### config.mk
export PLATFORM = sky130hd
export DESIGN_NAME = spf_spi_flags
export DESIGN_NICKNAME = d
export VERILOG_FILES = /design/src/design/spf_pkg.sv /design/src/design/spf_spi_flags.sv
export SDC_FILE = /design/constraint.sdc
export NUM_CORES = 1
export LEC_CHECK = 0
export BUFFER_PORTS_ARGS = -buffer_cell sky130_fd_sc_hd__buf_2
export CAP_MARGIN = 20
export CORE_ASPECT_RATIO = 1.4
export CORE_MARGIN = 5
export CORE_UTILIZATION = 60
export DETAILED_ROUTE_END_ITERATION = 12
export PLACE_DENSITY = 0.8
export SYNTH_ARGS = -nofsm -noshare
export SYNTH_HDL_FRONTEND = slang
export SYNTH_SLANG_ARGS = --single-unit
### constraint.sdc
create_clock -name clock -period 2.78 [get_ports clock]
set_input_delay 0.278 -clock clock [delete_from_list [all_inputs] [get_ports clock]]
set_output_delay 0.278 -clock clock [all_outputs]
set_load 0.03 [all_outputs]
### src/design/spf_pkg.sv
// package: spi flag/data unit constants, state and pin carriers
`default_nettype none
package spf_pkg;
  localparam int          CLK_MHZ     = 50;
  localparam int          SCK_PER_NS  = 160;
  localparam int          HALF_CYC    = SCK_PER_NS * CLK_MHZ / 2000;
  localparam logic [2:0]  HALF_LAST   = 3'(HALF_CYC - 1);
  localparam logic [2:0]  OFF_CTRL    = 3'h0;
  localparam logic [2:0]  OFF_FLAG    = 3'h3;
  localparam logic [2:0]  OFF_DATA    = 3'h4;
  localparam int          CTRL_BUF    = 7;
  localparam int          CTRL_MASTER = 5;
  localparam int          CTRL_SSD    = 2;
  localparam int          CTRL_EN     = 0;
  localparam logic [7:0]  CTRL_MASK   = 8'hA5;
  localparam logic [7:0]  CTRL_RST    = 8'h00;
  localparam int          FLG_RXC     = 7;
  localparam int          FLG_TXC     = 6;
  localparam int          FLG_DRE     = 5;
  localparam int          FLG_SSI     = 4;
  localparam int          FLG_OVF     = 0;
  localparam logic [3:0]  BIT_ALL     = 4'h8;
  localparam int          PIN_SCK     = 0;
  localparam int          PIN_MOSI    = 1;
  localparam int          PIN_MISO    = 2;
  localparam int          PIN_SS      = 3;
  // synchronisers start at pin idle: select high, clock low
  localparam logic [3:0]  PIN_RST     = 4'hE;

  typedef enum logic [1:0] {
    SPF_IDLE  = 2'b01,
    SPF_SHIFT = 2'b10
  } spf_st_t;

  typedef struct packed {
    logic sck;
    logic mosi;
    logic miso;
    logic ss_n;
  } spf_pin_in_t;

  typedef struct packed {
    logic sck_o;
    logic sck_oe;
    logic mosi_o;
    logic mosi_oe;
    logic miso_o;
    logic miso_oe;
  } spf_pin_out_t;

  typedef struct packed {
    spf_st_t      st;
    logic [7:0]   ctrl;
    logic [7:0]   shreg;
    logic [3:0]   bitcnt;
    logic [2:0]   div;
    logic [7:0]   txbuf;
    logic         txfull;
    logic [7:0]   rxa;
    logic [7:0]   rxb;
    logic         rxa_v;
    logic         rxb_v;
    logic         rxc;
    logic         txc;
    logic         dre;
    logic         ssi;
    logic         ovf;
    logic         ovf_pend;
    logic         xif;
    logic         wcol;
    logic         arm;
    logic [3:0]   s1;
    logic [3:0]   s2;
    logic [3:0]   s3;
    logic [3:0]   f;
    spf_pin_out_t po;
    logic [7:0]   rdata;
    logic         busy;
  } spf_state_t;
endpackage
`default_nettype wire

### src/design/spf_spi_flags.sv
// module: spi status flags, data register, tx/rx buffers and shifter
//
// Summary of operation
// buffered: set transfer done when shifter empties and no byte waits; w1c
// unbuffered: set write collision on data write while a byte is mid-shift
// collision clears by flag read while set, then any data access
// buffered: empty flag high when tx buffer empty, low while it holds
// empty flag reads zero after reset
// any data write clears the empty flag; one in the cycle a buffered byte completes leaves it set
// software must refill data or mask the empty interrupt
// buffered: set select trigger when master is forced to slave by select
// select trigger never set with select disable; write one clears it
// unbuffered: empty, select trigger and overflow read as zero
// buffered: overflow when both rx entries full and third byte arrives
// with no tx byte pending, overflow waits until next transfer starts
// overflow holds until software reads the data register
// software writes zero to the overflow bit position
// data write starts a transfer shifting the byte out msb first
// buffered read returns second rx entry, first moves into second
// buffered mode has two rx stages, one tx stage, split done flags
// buffered: receive done high while rx data unread; w1c or empty
// unbuffered: transfer flag on byte done; clear by vector or read pair
// flag bit six is transfer done when buffered, else write collision
//
// The implementer's own choice: the plain strobed port.
`timescale 1ns/1ps
`default_nettype none
module spf_spi_flags (
  input  wire logic                 clock,
  input  wire logic                 reset_n,
  input  wire logic [2:0]           addr,
  input  wire logic [7:0]           wdata,
  input  wire logic                 wr,
  input  wire logic                 rd,
  output logic [7:0]                rdata,
  input  wire logic                 vector_ack,
  input  wire spf_pkg::spf_pin_in_t pin_in,
  output spf_pkg::spf_pin_out_t     pin_out,
  output logic                      busy
);
  spf_pkg::spf_state_t q_reg;
  spf_pkg::spf_state_t q_next;

  logic [3:0] fn;
  logic       rise;
  logic       fall;
  logic       buf_on;
  logic       master;
  logic       en;
  logic       done;
  logic       start;
  logic       wr_data;
  logic       rd_data;
  logic       wr_flag;
  logic       rd_flag;
  logic       wr_ctrl;
  logic       sel_fault;
  logic [7:0] rx_byte;
  logic [7:0] flag_view;

  assign rdata   = q_reg.rdata;
  assign pin_out = q_reg.po;
  assign busy    = q_reg.busy;

  // filtered view only moves when the two later stages agree
  for (genvar i = 0; i < 4; i++) begin : g_filt
    assign fn[i] = (q_reg.s2[i] == q_reg.s3[i]) ? q_reg.s3[i] : q_reg.f[i];
  end

  always_comb begin
    q_next   = q_reg;
    buf_on   = q_reg.ctrl[spf_pkg::CTRL_BUF];
    master   = q_reg.ctrl[spf_pkg::CTRL_MASTER];
    en       = q_reg.ctrl[spf_pkg::CTRL_EN];
    wr_data  = wr && (addr == spf_pkg::OFF_DATA);
    rd_data  = rd && (addr == spf_pkg::OFF_DATA);
    wr_flag  = wr && (addr == spf_pkg::OFF_FLAG);
    rd_flag  = rd && (addr == spf_pkg::OFF_FLAG);
    wr_ctrl  = wr && (addr == spf_pkg::OFF_CTRL);
    // a master whose select is pulled low gives up the bus
    sel_fault = en && master && !fn[spf_pkg::PIN_SS]
                && !q_reg.ctrl[spf_pkg::CTRL_SSD];
    done     = 1'b0;
    start    = 1'b0;
    rise     = 1'b0;
    fall     = 1'b0;
    rx_byte  = q_reg.shreg;

    q_next.s1 = {pin_in.ss_n, pin_in.miso, pin_in.mosi, pin_in.sck};
    q_next.s2 = q_reg.s1;
    q_next.s3 = q_reg.s2;
    q_next.f  = fn;

    flag_view = 8'h00;
    flag_view[spf_pkg::FLG_RXC] = buf_on ? q_reg.rxc : q_reg.xif;
    flag_view[spf_pkg::FLG_TXC] = buf_on ? q_reg.txc : q_reg.wcol;
    flag_view[spf_pkg::FLG_DRE] = buf_on & q_reg.dre;
    flag_view[spf_pkg::FLG_SSI] = buf_on & q_reg.ssi;
    flag_view[spf_pkg::FLG_OVF] = buf_on & q_reg.ovf;

    // software side: clears first so that hardware sets below win
    if (wr_ctrl) begin
      q_next.ctrl = wdata & spf_pkg::CTRL_MASK;
    end
    if (wr_flag && buf_on) begin
      if (wdata[spf_pkg::FLG_RXC]) begin
        q_next.rxc = 1'b0;
      end
      if (wdata[spf_pkg::FLG_TXC]) begin
        q_next.txc = 1'b0;
      end
      if (wdata[spf_pkg::FLG_SSI]) begin
        q_next.ssi = 1'b0;
      end
    end
    if (vector_ack) begin
      q_next.xif = 1'b0;
    end
    if (rd_flag) begin
      q_next.arm = !buf_on && (q_reg.xif || q_reg.wcol);
    end
    if ((wr_data || rd_data) && q_reg.arm) begin
      q_next.arm  = 1'b0;
      q_next.xif  = 1'b0;
      q_next.wcol = 1'b0;
    end

    // read data, registered so it stands one cycle after the strobe
    q_next.rdata = 8'h00;
    if (rd) begin
      unique case (addr)
        spf_pkg::OFF_CTRL: q_next.rdata = q_reg.ctrl;
        spf_pkg::OFF_FLAG: q_next.rdata = flag_view;
        spf_pkg::OFF_DATA: q_next.rdata = q_reg.rxb;
        default:           q_next.rdata = 8'h00;
      endcase
    end
    if (rd_data && buf_on) begin
      q_next.rxb   = q_reg.rxa;
      q_next.rxb_v = q_reg.rxa_v;
      q_next.rxa_v = 1'b0;
      q_next.ovf   = 1'b0;
      if (!q_reg.rxa_v) begin
        q_next.rxc = 1'b0;
      end
    end

    // data write: tx buffer when buffered, else straight to shifter unless mid-shift
    if (wr_data) begin
      q_next.dre = 1'b0;
      if (buf_on) begin
        q_next.txbuf  = wdata;
        q_next.txfull = 1'b1;
      end else if (q_reg.st == spf_pkg::SPF_SHIFT) begin
        q_next.wcol = 1'b1;
      end else begin
        q_next.shreg     = wdata;
        q_next.po.mosi_o = wdata[7];
        q_next.po.miso_o = wdata[7];
        start            = master && en;
      end
    end

    // select pulled low while master: fall back to slave operation
    if (sel_fault) begin
      q_next.ctrl[spf_pkg::CTRL_MASTER] = 1'b0;
      q_next.st       = spf_pkg::SPF_IDLE;
      q_next.po.sck_o = 1'b0;
      if (buf_on) begin
        q_next.ssi = 1'b1;
      end else begin
        q_next.xif = 1'b1;
      end
    end else begin
      unique case (q_reg.st)
        spf_pkg::SPF_IDLE: begin
          q_next.bitcnt = 4'h0;
          q_next.div    = 3'h0;
          if (buf_on && q_reg.txfull && en
              && (master || !fn[spf_pkg::PIN_SS])) begin
            // tx stage hands its byte over as soon as the shifter is free
            q_next.shreg     = q_reg.txbuf;
            q_next.po.mosi_o = q_reg.txbuf[7];
            q_next.po.miso_o = q_reg.txbuf[7];
            q_next.txfull    = wr_data;
            q_next.dre       = !wr_data;
            start            = 1'b1;
          end else if (!master && en && !fn[spf_pkg::PIN_SS]) begin
            // a selected slave clocks in even with nothing queued to send
            start = 1'b1;
          end
        end
        spf_pkg::SPF_SHIFT: begin
          if (master) begin
            if (q_reg.div == spf_pkg::HALF_LAST) begin
              q_next.div      = 3'h0;
              q_next.po.sck_o = !q_reg.po.sck_o;
              rise            = !q_reg.po.sck_o;
              fall            = q_reg.po.sck_o;
            end else begin
              q_next.div = q_reg.div + 3'h1;
            end
          end else if (fn[spf_pkg::PIN_SS]) begin
            // slave frame cut short: the partial byte is dropped
            q_next.st = spf_pkg::SPF_IDLE;
          end else begin
            rise = fn[spf_pkg::PIN_SCK] && !q_reg.f[spf_pkg::PIN_SCK];
            fall = !fn[spf_pkg::PIN_SCK] && q_reg.f[spf_pkg::PIN_SCK];
          end
          // sample this cycle's filtered pin: the stored copy lags a clock,
          // which at four clocks a half period takes the previous bit
          if (rise) begin
            q_next.shreg  = {q_reg.shreg[6:0],
                             master ? fn[spf_pkg::PIN_MISO]
                                    : fn[spf_pkg::PIN_MOSI]};
            q_next.bitcnt = q_reg.bitcnt + 4'h1;
          end
          if (fall) begin
            if (q_reg.bitcnt == spf_pkg::BIT_ALL) begin
              done          = 1'b1;
              q_next.bitcnt = 4'h0;
            end else begin
              q_next.po.mosi_o = q_reg.shreg[7];
              q_next.po.miso_o = q_reg.shreg[7];
            end
          end
        end
        default: q_next.st = spf_pkg::SPF_IDLE;
      endcase
    end

    if (done) begin
      rx_byte = q_reg.shreg;
      if (buf_on) begin
        if (!q_next.rxb_v) begin
          q_next.rxb   = rx_byte;
          q_next.rxb_v = 1'b1;
        end else if (!q_next.rxa_v) begin
          q_next.rxa   = rx_byte;
          q_next.rxa_v = 1'b1;
        end else if (q_next.txfull) begin
          q_next.ovf = 1'b1;
        end else begin
          q_next.ovf_pend = 1'b1;
        end
        q_next.rxc = 1'b1;
        if (q_next.txfull) begin
          q_next.shreg     = q_next.txbuf;
          q_next.po.mosi_o = q_next.txbuf[7];
          q_next.po.miso_o = q_next.txbuf[7];
          q_next.txfull    = 1'b0;
          q_next.dre       = 1'b1;
          start            = 1'b1;
        end else begin
          q_next.txc = 1'b1;
          q_next.st  = spf_pkg::SPF_IDLE;
        end
      end else begin
        q_next.rxb = rx_byte;
        q_next.xif = 1'b1;
        q_next.st  = spf_pkg::SPF_IDLE;
      end
    end

    if (start) begin
      q_next.st     = spf_pkg::SPF_SHIFT;
      q_next.bitcnt = 4'h0;
      q_next.div    = 3'h0;
      if (q_next.ovf_pend && buf_on) begin
        q_next.ovf      = 1'b1;
        q_next.ovf_pend = 1'b0;
      end
    end

    if (!en) begin
      q_next.st       = spf_pkg::SPF_IDLE;
      q_next.po.sck_o = 1'b0;
    end

    q_next.busy = (q_next.st == spf_pkg::SPF_SHIFT);

    // drive directions follow the role; slave answers only when selected
    q_next.po.sck_oe  = en && q_next.ctrl[spf_pkg::CTRL_MASTER];
    q_next.po.mosi_oe = en && q_next.ctrl[spf_pkg::CTRL_MASTER];
    q_next.po.miso_oe = en && !q_next.ctrl[spf_pkg::CTRL_MASTER]
                        && !fn[spf_pkg::PIN_SS];
  end

  always_ff @(posedge clock or negedge reset_n) begin
    if (!reset_n) begin
      q_reg          <= '0;
      q_reg.st       <= spf_pkg::SPF_IDLE;
      q_reg.ctrl     <= spf_pkg::CTRL_RST;
      q_reg.dre      <= 1'b0;
      q_reg.s1       <= spf_pkg::PIN_RST;
      q_reg.s2       <= spf_pkg::PIN_RST;
      q_reg.s3       <= spf_pkg::PIN_RST;
      q_reg.f        <= spf_pkg::PIN_RST;
    end else begin
      q_reg <= q_next;
    end
  end
endmodule
`default_nettype wire

==> summary.md <==
| Metric | Value |
|---|---|
| Status | `completed` |
| Crit path cell chain | `maj3_2 > o31ai_4 > nand3_1 > nor2_2 > a21boi_4 > mux2_2` |
| Core area | `between 0.006 and 0.007 mm2` |
| Worst R2R Setup Slack | `between 0.3 and 0.4 ns` |
| Post-synth top cells | `dfrtp_1, nand2_1, mux2_2` |
| Cell count after synthesis | `between 300 and 400` |
| Slew headroom | `a little under half` |
| Crit Path Max Fanout | `13` |
| Residual DRC | `0` |
| Area growth, synth to finish | `11.3%` |
| Worst-skew pair later-pin latency | `between 0.3 and 0.4 ns` |
| Clock buffer depth | `2` |
| Vias in the first global route | `3221` |
| Share of layout cells above drive strength 1 | `28.4%` |
| Final non-filler cell total | `approximately 530` |
| Drt total wl | `approximately 9400 um` |
| Port bufs | `34` |
| DR vias/cell | `roughly 6.1` |
| Most frequent cell after synthesis | `dfrtp_1` |
| Pre-CTS setup slack | `between 0.3 and 0.4 ns` |
| Routed WL per cell | `about 18 um` |
| Clk network pwr share | `between 20% and 30%` |
| Worst Skew | `about 0.011 ns` |
| Worst setup margin | `~0.35 ns` |
| CTS Sinks | `just under 90` |
| Finish-stage setup viols | `0` |
| CP Launch Type | `flip-flop` |
| CTS H-tree depth | `3` |
| Nets | `454` |
| Synth async-reset ratio | `100%` |
| Fin crit period | `2.43 ns` |
| Sequential cell area | `0.00219 mm2` |
| Clock-pin transition on the worst setup and hold timing paths | `roughly 0.080 ns` |
| Global-route wire length before repair | `approximately 16000 um` |
| P_leak | `between 2 and 2.5 nW` |
| Inserted Diodes | `0` |
| Top_reg_cell synth | `dfrtp_1` |
| Net Sw Power | `about 1.1 mW` |
| Int Power | `roughly 2.2 mW` |
| Cells after DPL | `509` |
| Worst Path Class, Setup | `flip-flop to flip-flop` |
| Combinational share of power | `between 20% and 30%` |
| RSZ-0062 raised after global routing | `false` |
| Final hold vios | `0` |
| Total vias in the final route | `between 3000 and 4000` |
| Area leader, netlist | `dfrtp_1` |
| Synth unique cells | `59` |
| Routability cong. | `between 0.9 and 1` |
| Syn nets | `420` |
| Final Cell Area | `0.00472 mm2` |
| Num ports | `35` |
| Root Driver | `clkbuf_8` |
| Pwr/cell area | `709 mW/mm2` |
| Largest net degree at the start of global routing | `between 80 and 90` |
| Post-synth top area share | `~44%` |
| Inserted Clock Buffers | `9` |
| Setup TNS | `0 ns` |
| Seq/Total Area, Yosys | `between 50% and 60%` |
| CTS tree | `built` |
| Multi-input logic area | `0.00184 mm2` |
| DRT Pass-1 Iters | `5` |
| Synth Warn # | `0` |
| Final ANT Viol Nets | `0` |
| Fmax | `about 0.4 GHz` |
| Number of enable flip-flop cells after synthesis | `0` |
| CP peak stage delay | `0.42 ns` |
| Horiz. Die Dim | `81.1 um` |
| Worst Path Arrival | `around 2.7 ns` |
| GRT Util Overall | `a little under a quarter` |
| Req. time, crit path | `3.02 ns` |
| Worst VDD drop | `roughly 0.51 mV` |
| Synthesized flop and latch total | `87` |
| Congestion Overflow GR | `0` |
| Average size of a mapped cell | `approximately 11 um2` |
| Post-DP Area | `around 0.0045 mm2` |
| Min-delay worst type | `input port to flip-flop` |
| CP max stage cell | `maj3_2` |
| Die height | `110 um` |
| DRT iter0 DRCs | `231` |
| Worst-Margin Slew | `0.785 ns` |
| Max-Cap Viols | `0` |
| Pwr Total | `3.35 mW` |
| Worst Setup End Kind | `flip-flop` |
| Post-Syn Area | `around 0.0042 mm2` |
| Initial core utilization | `between 60% and 70%` |
| Switching Fraction | `about 33%` |
| Site row count | `36` |
| Final period utilization | `between 80 and 90%` |
| Pins Over Slew Limit | `0` |
| Total die area | `about 0.0089 mm2` |
| Post-CTS setup buffers | `0` |
| Largest cells by area after synthesis | `dfrtp_1, mux2_2, dfstp_2, nand2_1, a21oi_1` |
| Max reg flops | `54` |
| Sequential share of power | `between 40% and 50%` |
| HPWL after DPL | `roughly 6700 um` |
| Initial antenna violation count | `0` |
| FILL cells | `571` |
power by group through the flow:
stage	combinational (mW)	sequential [mW]	clock [mW]
finish	0.783	1.64	0.931
global route	0.872	1.65	1.00
CTS	0.775	1.63	0.946
detailed placement	0.770	1.65	0
global placement	0.750	1.64	0
floorplan	0.572	1.58	0
cells in the final DEF (no fill, tap or decap), types with 2 or more instances in the layout:
cell type / Yosys / layout
a2111oi_0: 3 / 3
a21o_1: 3 / 3
a21oi_1: 25 / 25
a221oi_1: 7 / 7
a22oi_1: 7 / 7
a2bb2oi_1: 8 / 8
a311oi_1: 3 / 3
a31oi_1: 2 / 2
a32oi_1: 3 / 3
and2_1: 5 / 5
buf_2: 8 / 33
buf_4: 14 / 12
clkbuf_8: 0 / 12
dfrtp_1: 74 / 74
dfstp_2: 13 / 13
dlygate4sd3_1: 0 / 3
ha_1: 6 / 6
inv_1: 13 / 13
maj3_1: 2 / 2
mux2_2: 35 / 35
mux2i_1: 3 / 3
nand2_1: 51 / 51
nand2b_1: 5 / 5
nand3_1: 7 / 7
nor2_1: 20 / 20
nor2_2: 2 / 2
nor2b_1: 10 / 10
nor3_1: 7 / 7
nor4bb_1: 2 / 2
o2111ai_1: 2 / 2
o21ai_0: 20 / 20
or2_2: 2 / 2
cell families (layout without fill, tap and decap cells):
family	Yosys count	after routing	synth area share, %
compound gates	98	98	16.6
xor+xnor	1	1	0.206
fa+ha+maj	9	9	2.51
buf+inv	40	79	5.01
flops	87	87	51.7
mux	38	38	9.99
simple gates	121	121	14.0
layer usage:
metal / track usage [%] / share of wire, % / vias up
li1: - / - / 1472
met3: 3.93 / 5.6 / 22
met4: 11.8 / 2.4 / 0
met1: 28.5 / 41 / 1560
met2: 38.5 / 51 / 145
met5: 0 / 0 / -
worst max-delay path, delay by kind of cell (launching register included):
kind	cells	cell delay, ns
adder cells (fa/ha/maj)	1	0.42
AND/OR/NAND/NOR	2	0.42
AO/OA/AOI/OAI	2	0.69
multiplexers	1	0.39
flip-flops	1	0.38
path summary, 6_finish.rpt:
check / cells after the start / startpoint / end
worst max-delay path: 6 / q_next[22]$_DFF_PN1_ / q_reg[49]$_DFF_PN0_
worst min-delay path: 1 / pin_in[1] / q_next[25]$_DFF_PN1_
worst max register to register: 6 / q_next[22]$_DFF_PN1_ / q_reg[49]$_DFF_PN0_
worst min register to register: 0 / q_next[26]$_DFF_PN1_ / q_next[22]$_DFF_PN1_
max in group asynchronous: 3 / reset_n / q_reg[16]$_DFF_PN1_
min in group asynchronous: 3 / reset_n / q_next[23]$_DFF_PN0_
stage by stage:
stage	utilization, %	hold WS (ns)
2_1_floorplan	-	-0.0176
3_3_place_gp	64.6	0.342
3_5_place_dp	64.6	0.348
4_1_cts	67.8	0.000226
5_1_grt	68.1	0.00976
6_report	68.1	0.0162
layout make-up:
cell class	count	area share, %
clock inverters	4	1.09
well taps	95	2.52
multi-input cells	267	38.9
flip-flops and latches	87	46.4
inverters	14	1.11
clock buffers	12	3.50
repair buffers	49	6.46
what timing repair did:
| item | CTS | global route |
|---|---|---|
| hold buffers | 1 | 2 |
| gates resized for setup | 0 | 0 |
| endpoints found under the hold margin | 74 | 2 |
Note: power is estimated with default switching activity, not from simulation.
